**src/aid_map.vh**
```
// Register map, field layout and timing constants of the analog input core
`ifndef AID_MAP_VH
`define AID_MAP_VH
`define AID_CTRL_OFS    8'h00
`define AID_CHCFG_OFS   8'h04
`define AID_FIXREF_OFS  8'h14
`define AID_DIAG_OFS    8'h18
`define AID_LIMEVT_OFS  8'h1C
`define AID_LIM_OFS     8'h20
`define AID_VAL_OFS     8'h30
`define AID_CTRL_GRP    0
`define AID_CTRL_LIMEN  1
`define AID_CTRL_F60    2
`define AID_CTRL_FAST   3
`define AID_CFG_WB      5
`define AID_CFG_OVF     6
`define AID_CFG_SHIN    7
`define AID_CFG_SHOUT   8
`define AID_TY_OFF      3'h0
`define AID_TY_U10      3'h1
`define AID_TY_U15      3'h2
`define AID_TY_I420     3'h3
`define AID_TY_TC       3'h4
`define AID_TY_TC80     3'h5
`define AID_CP_NONE     2'h0
`define AID_CP_INT      2'h1
`define AID_CP_FIX      2'h2
`define AID_CTRL_RST    4'h1
`define AID_CFG_RST     11'h000
`define AID_FIXREF_RST  16'h0000
`define AID_LIM_RST     32'h7FFF8000
`define AID_CODE_WB     16'h7FFF
`define AID_CODE_LOW    16'h8000
`define AID_FIXREF_MIN  (-1450)
`define AID_FIXREF_MAX  1550
`define AID_U_LO_MV     1000
`define AID_U_HI_MV     5000
`define AID_U_WB_MV     296
`define AID_I_LO_UA     4000
`define AID_I_HI_UA     20000
`define AID_I_WB_UA     1185
`define AID_CLK_MHZ     10
`define AID_T50_US      20000
`define AID_T60_US      16667
`define AID_TFAST_US    2500
`endif

```
**src/aid_core.v**
```verilog
// Analog input post-conversion core: scheduling, smoothing, diagnostics, limits
//
// The APB slave port and the register offsets are this design's own decisions.
`timescale 1ns/1ns
`default_nettype none
`include "aid_map.vh"
// Function
// RULE1 - Encoder supply short only with group diagnostics
// RULE2 - Channel short independent of group, range dependent
// RULE3 - Group diagnostics switches all diagnostics off except channel short
// RULE4 - Limit event when value rises above high
// RULE5 - Limit event when value drops below low
// RULE6 - Integration time follows interference frequency setting
// RULE7 - Fast mode short conversion, slow suppresses interference
// RULE8 - Disabled channel takes no conversion time
// RULE9 - Average samples over four smoothing levels
// RULE10 - Level sets cycles to reach 63 percent
// RULE11 - Encoder supply short raises diagnostics event
// RULE12 - Report input signal line shorts when enabled
// RULE13 - Report output line shorts when enabled
// RULE14 - Report wire break when enabled
// RULE15 - Wire break with diagnostics gives 7FFF
// RULE16 - Wire break without gives 8000, underflow alarm
// RULE17 - Open circuit below 0.296 V or 1.185 mA
// RULE18 - Overflow and underflow diagnostics when enabled
// RULE19 - Thermocouple value adds reference junction temperature (code adds it for type TC only, not for TC80)
// RULE20 - No compensation assumes zero degrees
// RULE21 - Internal sensor shared by internal-compensated channels
// RULE22 - Fixed reference only with fixed mode, ranged
// RULE23 - No wire break check on 80 mV
// RULE24 - Smoothing depths configurable, increasing weak to strong
// RULE25 - One limit event per crossing
module aid_core #(
    parameter        SH_WEAK  = 2,
    parameter        SH_MED   = 3,
    parameter        SH_STR   = 5,
    parameter [19:0] CYC_50   = `AID_T50_US * `AID_CLK_MHZ,
    parameter [19:0] CYC_60   = `AID_T60_US * `AID_CLK_MHZ,
    parameter [19:0] CYC_FAST = `AID_TFAST_US * `AID_CLK_MHZ,
    parameter        FS_CODE  = 27648,
    parameter [15:0] OVF_CODE = 16'h7EFF,
    parameter [15:0] UDF_CODE = 16'hED00
) (
    // Clock, reset, enable
    input  wire        REF_CLK_I,
    input  wire        RST_B_I,
    input  wire        CE_I,
    // APB slave
    input  wire        PSEL_I,
    input  wire        PENABLE_I,
    input  wire        PWRITE_I,
    input  wire [7:0]  PADDR_I,
    input  wire [31:0] PWDATA_I,
    output reg  [31:0] PRDATA_O,
    output reg         PREADY_O,
    output reg         PSLVERR_O,
    // Converter side
    output reg         CONV_GATE_O,
    output reg  [1:0]  CONV_CH_O,
    output reg         CONV_REQ_O,
    input  wire        SMP_VALID_I,
    input  wire [15:0] SMP_DATA_I,
    input  wire        SMP_OPEN_I,
    input  wire        SMP_SHORT_I,
    input  wire        SMP_OSHORT_I,
    // Sensors and pins
    input  wire [15:0] TEMP_INT_I,
    input  wire        ENC_SHORT_I,
    // Alarms to the master
    output reg         PROC_IRQ_O,
    output reg         DIAG_EVT_O,
    output reg         DIAG_ENC_O
);
    localparam NCH = 4;
    localparam S_SEL  = 2'h0;
    localparam S_INT  = 2'h1;
    localparam S_WAIT = 2'h2;
    // Open circuit thresholds as converter codes of the rated span
    localparam integer WBU_I = (`AID_U_WB_MV - `AID_U_LO_MV) * FS_CODE
                               / (`AID_U_HI_MV - `AID_U_LO_MV);
    localparam integer WBI_I = (`AID_I_WB_UA - `AID_I_LO_UA) * FS_CODE
                               / (`AID_I_HI_UA - `AID_I_LO_UA);
    localparam signed [15:0] WBU = WBU_I[15:0];
    localparam signed [15:0] WBI = WBI_I[15:0];

    reg  [3:0]  ctrl_q;
    reg  [10:0] cfg_q [0:NCH-1];
    reg  [31:0] lim_q [0:NCH-1];
    reg  [15:0] fixref_q;
    reg  [1:0]  st_q;
    reg  [1:0]  cur_q;
    reg  [19:0] cnt_q;
    reg         s1_q;
    reg         s2_q;
    reg         s3_q;
    reg         enc_q;
    reg  [31:0] rd_d;
    reg         map_d;
    wire [15:0]       val_w  [0:NCH-1];
    wire [4:0]        diag_w [0:NCH-1];
    wire [NCH-1:0]    hi_rise;
    wire [NCH-1:0]    lo_rise;
    wire [NCH-1:0]    d_rise;
    wire [NCH-1:0]    evt_hi;
    wire [NCH-1:0]    evt_lo;
    wire [NCH-1:0]    fix_sel;
    wire              grp    = ctrl_q[`AID_CTRL_GRP];
    wire              lim_en = ctrl_q[`AID_CTRL_LIMEN];
    wire              setup  = PSEL_I & ~PENABLE_I;
    wire              wr_acc = PSEL_I & PENABLE_I & PWRITE_I & PREADY_O;
    wire [7:0]        adr    = PADDR_I;
    wire [1:0]        cfg_ix = adr[3:2] - 2'h1;
    wire [1:0]        adr_ix = adr[3:2];
    wire              smp_take = (st_q == S_WAIT) & SMP_VALID_I;
    wire [7:0]        lim_clr = (wr_acc && adr == `AID_LIMEVT_OFS) ? PWDATA_I[7:0] : 8'h00;
    wire signed [15:0] fix_in = PWDATA_I[15:0];
    wire              fix_ok = (fix_in >= `AID_FIXREF_MIN) && (fix_in <= `AID_FIXREF_MAX);
    wire [2:0]        cur_ty = cfg_q[cur_q][2:0];
    wire              cur_ui = (cur_ty != `AID_TY_TC) && (cur_ty != `AID_TY_TC80);
    wire              enc_d  = grp & enc_q;

    // Address decode and read mux
    always @* begin
        rd_d  = 32'h0000_0000;
        map_d = (adr[1:0] == 2'h0);
        if (adr == `AID_CTRL_OFS) begin
            rd_d[3:0] = ctrl_q;
        end else if (adr >= `AID_CHCFG_OFS && adr < `AID_FIXREF_OFS) begin
            rd_d[10:0] = cfg_q[cfg_ix];
        end else if (adr == `AID_FIXREF_OFS) begin
            rd_d[15:0] = fixref_q;
        end else if (adr == `AID_DIAG_OFS) begin
            rd_d = {enc_d, 2'h0, diag_w[3], 3'h0, diag_w[2], 3'h0,
                    diag_w[1], 3'h0, diag_w[0]};
        end else if (adr == `AID_LIMEVT_OFS) begin
            rd_d[7:0] = {evt_lo, evt_hi};
        end else if (adr >= `AID_LIM_OFS && adr < `AID_VAL_OFS) begin
            rd_d = lim_q[adr_ix];
        end else if (adr >= `AID_VAL_OFS && adr < 8'h40) begin
            rd_d[15:0] = val_w[adr_ix];
        end else begin
            map_d = 1'b0;
        end
    end

    // Zero-wait APB answer, write lands at the access edge
    integer i;
    always @(posedge REF_CLK_I or negedge RST_B_I) begin
        if (!RST_B_I) begin
            PREADY_O  <= 1'b0;
            PRDATA_O  <= 32'h0000_0000;
            PSLVERR_O <= 1'b0;
            ctrl_q    <= `AID_CTRL_RST;
            fixref_q  <= `AID_FIXREF_RST;
            for (i = 0; i < NCH; i = i + 1) begin
                cfg_q[i] <= `AID_CFG_RST;
                lim_q[i] <= `AID_LIM_RST;
            end
        end else if (CE_I) begin
            PREADY_O  <= setup;
            PRDATA_O  <= (setup & ~PWRITE_I & map_d) ? rd_d : 32'h0000_0000;
            PSLVERR_O <= setup & ~map_d;
            if (wr_acc && adr == `AID_CTRL_OFS) begin
                ctrl_q <= PWDATA_I[3:0];
            end else if (wr_acc && adr >= `AID_CHCFG_OFS && adr < `AID_FIXREF_OFS) begin
                cfg_q[cfg_ix] <= PWDATA_I[10:0];
            end else if (wr_acc && adr == `AID_FIXREF_OFS) begin
                if ((|fix_sel) && fix_ok) begin
                    fixref_q <= PWDATA_I[15:0]; // [RULE22]
                end
            end else if (wr_acc && adr >= `AID_LIM_OFS && adr < `AID_VAL_OFS) begin
                lim_q[adr_ix] <= PWDATA_I;
            end
        end
    end

    // Channel scheduler; skipping costs one clock only
    always @(posedge REF_CLK_I or negedge RST_B_I) begin
        if (!RST_B_I) begin
            st_q        <= S_SEL;
            cur_q       <= 2'h0;
            cnt_q       <= 20'h00000;
            CONV_GATE_O <= 1'b0;
            CONV_CH_O   <= 2'h0;
            CONV_REQ_O  <= 1'b0;
        end else if (CE_I) begin
            CONV_REQ_O <= 1'b0;
            case (st_q)
                S_SEL: begin
                    if (cur_ty == `AID_TY_OFF) begin
                        cur_q <= cur_q + 2'h1; // [RULE8]
                    end else begin
                        CONV_CH_O   <= cur_q;
                        CONV_GATE_O <= 1'b1;
                        st_q        <= S_INT;
                        if (ctrl_q[`AID_CTRL_FAST] && cur_ui) begin
                            cnt_q <= CYC_FAST; // [RULE7]
                        end else if (ctrl_q[`AID_CTRL_F60]) begin
                            cnt_q <= CYC_60; // [RULE6]
                        end else begin
                            cnt_q <= CYC_50; // [RULE6]
                        end
                    end
                end
                S_INT: begin
                    if (cnt_q <= 20'h00001) begin
                        CONV_GATE_O <= 1'b0;
                        CONV_REQ_O  <= 1'b1;
                        st_q        <= S_WAIT;
                    end else begin
                        cnt_q <= cnt_q - 20'h00001;
                    end
                end
                S_WAIT: begin
                    if (SMP_VALID_I) begin
                        cur_q <= cur_q + 2'h1;
                        st_q  <= S_SEL;
                    end
                end
                default: begin
                    st_q <= S_SEL;
                end
            endcase
        end
    end

    // Per-channel processing
    genvar g;
    generate
        for (g = 0; g < NCH; g = g + 1) begin : g_ch
            reg  [15:0] y_q;
            reg  [15:0] val_q;
            reg  [4:0]  diag_q;
            reg         above_q;
            reg         below_q;
            reg         ehi_q;
            reg         elo_q;
            reg         hir_q;
            reg         lor_q;
            reg         dr_q;
            wire [10:0] cfg   = cfg_q[g];
            wire [2:0]  ty    = cfg[2:0];
            wire [1:0]  lvl   = cfg[4:3];
            wire [1:0]  comp  = cfg[10:9];
            wire        wben  = cfg[`AID_CFG_WB];
            wire        ovfen = cfg[`AID_CFG_OVF];
            wire        hit   = smp_take && (cur_q == g);
            wire        is_tc = (ty == `AID_TY_TC) || (ty == `AID_TY_TC80);
            wire        is_rt = (ty == `AID_TY_U15) || (ty == `AID_TY_I420);
            wire signed [15:0] raw = SMP_DATA_I;
            wire signed [15:0] hi  = lim_q[g][31:16];
            wire signed [15:0] lo  = lim_q[g][15:0];
            // Threshold sits at the undershoot boundary of the live-zero ranges
            wire wb_rt = ((ty == `AID_TY_U15) && (raw < WBU)) ||
                         ((ty == `AID_TY_I420) && (raw < WBI)); // [RULE17]
            wire wb = wb_rt | ((ty == `AID_TY_TC) & SMP_OPEN_I); // [RULE23]
            wire signed [15:0] refv = (comp == `AID_CP_INT) ? TEMP_INT_I :
                                      (comp == `AID_CP_FIX) ? fixref_q :
                                      16'h0000; // [RULE20] [RULE21]
            wire [16:0] sum = {raw[15], raw} + {refv[15], refv}; // [RULE19]
            wire [15:0] sat = (sum[16] != sum[15]) ?
                              (sum[16] ? 16'h8000 : 16'h7FFF) : sum[15:0];
            wire [15:0] x   = (ty == `AID_TY_TC) ? sat : raw;
            wire signed [16:0] dif = {x[15], x} - {y_q[15], y_q};
            // First-order filter: 63 percent after 2^shift module cycles
            wire signed [16:0] stp = (lvl == 2'h1) ? (dif >>> SH_WEAK) :
                                     (lvl == 2'h2) ? (dif >>> SH_MED) :
                                     (dif >>> SH_STR); // [RULE9] [RULE10] [RULE24]
            wire [15:0] y_d = (lvl == 2'h0) ? x : (y_q + stp[15:0]);
            wire [15:0] out = (wb && wben) ? `AID_CODE_WB :
                              wb ? `AID_CODE_LOW : y_d; // [RULE15] [RULE16]
            wire ovf = raw > $signed(OVF_CODE);
            wire udf = raw < $signed(UDF_CODE);
            wire [4:0] dn;
            assign dn[0] = grp & wben & wb; // [RULE14] [RULE3]
            assign dn[1] = grp & ovfen & ~wb & ovf; // [RULE18]
            assign dn[2] = grp & ovfen & (wb ? ~wben : udf); // [RULE16] [RULE18]
            assign dn[3] = cfg[`AID_CFG_SHIN] & is_rt & SMP_SHORT_I; // [RULE2] [RULE12]
            assign dn[4] = grp & cfg[`AID_CFG_SHOUT] & SMP_OSHORT_I; // [RULE13]
            wire ab_d = $signed(out) > hi;
            wire bl_d = $signed(out) < lo;
            wire hr = hit & lim_en & ab_d & ~above_q; // [RULE4] [RULE25]
            wire lr = hit & lim_en & bl_d & ~below_q; // [RULE5] [RULE25]
            always @(posedge REF_CLK_I or negedge RST_B_I) begin
                if (!RST_B_I) begin
                    y_q     <= 16'h0000;
                    val_q   <= 16'h0000;
                    diag_q  <= 5'h00;
                    above_q <= 1'b0;
                    below_q <= 1'b0;
                    ehi_q   <= 1'b0;
                    elo_q   <= 1'b0;
                    hir_q   <= 1'b0;
                    lor_q   <= 1'b0;
                    dr_q    <= 1'b0;
                end else if (CE_I) begin
                    hir_q <= hr;
                    lor_q <= lr;
                    dr_q  <= hit & (|(dn & ~diag_q));
                    // New crossing beats a same-cycle clear
                    ehi_q <= (ehi_q & ~lim_clr[g]) | hr;
                    elo_q <= (elo_q & ~lim_clr[NCH + g]) | lr;
                    if (ty == `AID_TY_OFF || !grp) begin
                        diag_q <= {1'b0, (ty != `AID_TY_OFF) & diag_q[3], 3'h0};
                    end
                    if (ty == `AID_TY_OFF) begin
                        above_q <= 1'b0;
                        below_q <= 1'b0;
                    end else if (hit) begin
                        y_q     <= y_d;
                        val_q   <= out;
                        diag_q  <= dn;
                        above_q <= ab_d;
                        below_q <= bl_d;
                    end
                end
            end
            assign val_w[g]   = val_q;
            assign diag_w[g]  = diag_q;
            assign hi_rise[g] = hir_q;
            assign lo_rise[g] = lor_q;
            assign d_rise[g]  = dr_q;
            assign evt_hi[g]  = ehi_q;
            assign evt_lo[g]  = elo_q;
            assign fix_sel[g] = is_tc & (comp == `AID_CP_FIX);
        end
    endgenerate

    // Encoder supply short pin: three stages, accept once two agree
    always @(posedge REF_CLK_I or negedge RST_B_I) begin
        if (!RST_B_I) begin
            s1_q       <= 1'b0;
            s2_q       <= 1'b0;
            s3_q       <= 1'b0;
            enc_q      <= 1'b0;
            DIAG_ENC_O <= 1'b0;
            DIAG_EVT_O <= 1'b0;
            PROC_IRQ_O <= 1'b0;
        end else if (CE_I) begin
            s1_q       <= ENC_SHORT_I;
            s2_q       <= s1_q;
            s3_q       <= s2_q;
            if (s2_q == s3_q) begin
                enc_q <= s3_q;
            end
            DIAG_ENC_O <= enc_d; // [RULE1] [RULE3]
            DIAG_EVT_O <= (|d_rise) | (enc_d & ~DIAG_ENC_O); // [RULE11]
            PROC_IRQ_O <= (|hi_rise) | (|lo_rise); // [RULE4] [RULE5]
        end
    end
endmodule // aid_core
`default_nettype wire

```
**config.mk**
```make
export PLATFORM = sky130hd
export DESIGN_NAME = aid_core
export DESIGN_NICKNAME = d
export VERILOG_FILES = /design/src/aid_core.v
export VERILOG_INCLUDE_DIRS = /design/src
export SDC_FILE = /design/constraint.sdc
export NUM_CORES = 2
export LEC_CHECK = 0
export BUFFER_PORTS_ARGS = -buffer_cell sky130_fd_sc_hd__buf_2
export CAP_MARGIN = 10
export CORE_ASPECT_RATIO = 0.6
export CORE_MARGIN = 5
export CORE_UTILIZATION = 50
export CTS_CLUSTER_SIZE = 20
export DETAILED_ROUTE_END_ITERATION = 8
export PLACE_DENSITY = 0.67
export SKIP_LAST_GASP = 1
export SLEW_MARGIN = 20
export SYNTH_ARGS = -nofsm -noshare
export SYNTH_HDL_FRONTEND = slang
export SYNTH_SLANG_ARGS = --single-unit
```
**constraint.sdc**
```tcl
create_clock -name REF_CLK_I -period 13.8 [get_ports REF_CLK_I]
set_clock_uncertainty 0.05 [all_clocks]
set_input_delay 1.38 -clock REF_CLK_I [delete_from_list [all_inputs] [get_ports REF_CLK_I]]
set_output_delay 1.38 -clock REF_CLK_I [all_outputs]
set_load 0.1 [all_outputs]
```
==> impl_metrics.yaml <==
status:
  run_status: "finished, final reports clean"
global_route:
  antenna_found_initial: 5
  grt_pass1_vias: 30744
  grt.overflow.total: 0
  grt_usage: 0.350
  grt_pass1_wl_mm: 205
  grt_max_degree: 118
die:
  die_w_um: 358
  row_count: 76
  die_area_um2: 78200
  start_util: 0.505
  die_y_um: 219
  io-pin-count: 124
  core_um2: 71800
timing:
  final_hold_viol_count: 0
  setup_violations: 0
  rsz0062_at_grt: "no"
  fmax_ghz: 0.0853
  min_period_ns: 11.72
  hold_ws_ns: 0.428
  drv_slew: 0
  fin_setup_tns_ns: 0
  worst_pin_slew_ns: 1.27
  relSlewSlack: 0.145
  fin_crit_sh: 0.849
synthesis:
  syn-num-nets: 4565
  synth_area_um2: 36300
  synth_edf_count: 0
  ys_ff_latch: 437
  synth_top_area_frac: 0.257
  syn_area_per_cell_um2: 8.75
  ys_dominant_reg_cell: "dfrtp_1"
  yosysWarnings: 0
  netlist_instances: 4147
  postSynth.asyncResetShare: 1.00
  yosysSeqAreaShare: 0.304
  synth.area.top_cells: "dfrtp_1, ha_1, mux2_2"
  synth_cell_types: 91
  yosys.area.top_type: "dfrtp_1"
setup_path:
  r2r_slack_ns: 2.08
  r2r_cells: 44
  crit_end: "g_ch[0].lor_q"
  cp_num_cells: 44
  critPathBufInv: 3
  crit_arrival_ns: 12.14
  crit_start: "g_ch[0].cfg[10]"
  crit_type: "register to register"
  cp-end-kind: "register"
  critPathMaxStageDelay_ns: 0.85
  r2r-start: "g_ch[0].cfg[10]"
  path_max_fanout: 16
  start_kind: "register"
  path_delay_family: "compound AO/OA/AOI/OAI gates"
  crit_path_top_delay_cell: "a31oi_1"
  crit_required_ns: 14.22
  r2r_end: "g_ch[0].lor_q"
drt:
  via_count: 34018
  vias_per_cell: 6.56
  drc: 0
  routed_wl_mm: 140
  drt_first_pass_iters: 6
  routedWlPerCell_um: 27.1
  final_antenna_net_count: 0
  drt-initial-drc-count: 4892
cts:
  cts_max_level: 2
  cts_tree: "yes"
  cts_resized: 0
  root_buffer: "clkbuf_16"
  clk_pin_slew_ns: 0.06
  clkSinkCount: 437
  post_cts_buffers: 0
  cts_buffer_depth: 3
  cts_buffers: 47
  clock_latency_ns: 0.63
  ctsHoldBuffers: 0
place:
  gp_congestion: 1.03
  hpwl_mm: 109
  portBuffers: 123
pwr:
  p_int_mw: 2.32
  ir_worst_vdd_v: 0.0000828
  clock_power_share: 0.403
  power_switching_mw: 1.07
  p_comb_frac: 0.195
  power_mw: 3.38
  p_leak_nw: 17.9
  power_density_nw_per_um2: 85.8
  pwr-share-seq: 0.402
  switching_share: 0.316
layout:
  fillers: 6653
  fin_nets: 4593
  seq_area_um2: 11000
  multi_input_area_um2: 23500
  layout_common_cells: "nand2_1, dfrtp_1, ha_1"
  area_growth_pct: 8.69
  fin_util: 0.549
  final_common_cell: "nand2_1"
  drive_gt1_frac: 0.151
worst_hold_path:
  hold_class: "register to register"
job:
  max_cap_viol_count: 0
==> worst min-delay path by stage <==
stage / end / startpoint / cells past startpoint
after floorplan: g_ch[1].elo_q / g_ch[1].elo_q / 2
after global placement: g_ch[3].above_q / g_ch[3].above_q / 2
after detailed placement: g_ch[3].above_q / g_ch[3].above_q / 2
after CTS: g_ch[3].above_q / g_ch[3].above_q / 2
after global routing: g_ch[3].above_q / g_ch[3].above_q / 2
final: g_ch[1].above_q / g_ch[1].above_q / 2
==> sequential cells by signal, summed over array words and instances, names as in the netlist, 16 cells and up <==
signal / flops
g_ch.val_q: 64
cnt_q: 20
PRDATA_O: 32
g_ch.y_q: 64
g_ch.cfg: 44
g_ch.hi: 64
fixref_q: 16
g_ch.diag_q: 20
g_ch.lo: 64
==> final cells by class <==
class / count / area share
inverter: 282 / 0.0268
antenna: 1 / 0.0000635
timing repair buffer: 178 / 0.0264
multi-input combinational: 3229 / 0.595
clock inverter: 20 / 0.00727
clock buffer: 66 / 0.0339
sequential: 437 / 0.279
tap: 975 / 0.0309
==> cell families (layout without fill, tap and decap cells) <==
kind of cell / after synthesis / count (layout) / share of synthesized area
buffers and inverters: 481 / 546 / 0.0498
flip-flops: 437 / 437 / 0.304
other: 0 / 1 / 0
adder cells (fa/ha/maj): 339 / 339 / 0.118
multiplexers: 324 / 324 / 0.119
XOR/XNOR: 130 / 130 / 0.0320
AO/OA/AOI/OAI: 1250 / 1250 / 0.227
AND/OR/NAND/NOR: 1186 / 1186 / 0.151
==> through the flow <==
stage	worst slack, ns	cell area [um2]	std cells
after floorplan	3.67	36300	4147
after global placement	1.88	37800	5101
after detailed placement	1.88	37800	5101
after CTS	2.39	39400	5187
after global routing	1.44	39400	5187
final	2.08	39400	5188
==> power by group through the flow <==
stage	Clock (mW)	Combinational, mW	Sequential, mW
final	1.36	0.661	1.36
after global routing	1.42	0.713	1.36
after CTS	1.37	0.639	1.36
after detailed placement	0	0.635	1.38
after global placement	0	0.633	1.38
after floorplan	0	0.400	1.38
==> per-layer routing <==
layer | part of all wire | track usage
met5 | 0.00019 | 0
met4 | 0.034 | 0.104
met3 | 0.15 | 0.124
met2 | 0.37 | 0.450
met1 | 0.45 | 0.539
==> worst reg2reg max path, delay by kind of cell, from the launching register on <==
family	cells	cell delay, ns
DFF	1	0.39
adders and majority gates	5	1.79
AOI/OAI and AO/OA	24	6.44
xor gates and xnor gates	2	0.34
buffers and inverters	3	0.43
and+or+nand+nor	10	2.15
==> Yosys cell counts, drive strengths merged (27+ instances only) <==
cell / instances
nor2b: 57
ha: 327
a211oi: 43
o211ai: 27
xor2: 51
mux4: 62
o21ai: 327
nand2b: 46
o2bb2ai: 40
inv: 277
a21o: 73
and3: 40
dfstp: 65
nor2: 253
mux2: 225
nor3: 63
or3: 28
mux2i: 37
a31oi: 57
o21a: 66
xnor2: 78
nand3: 76
o31ai: 49
a21oi: 272
dfrtp: 372
a22o: 81
nand4: 40
nand2: 483
and2: 36
clkbuf: 175
Note: power is estimated with default switching activity, not from simulation.
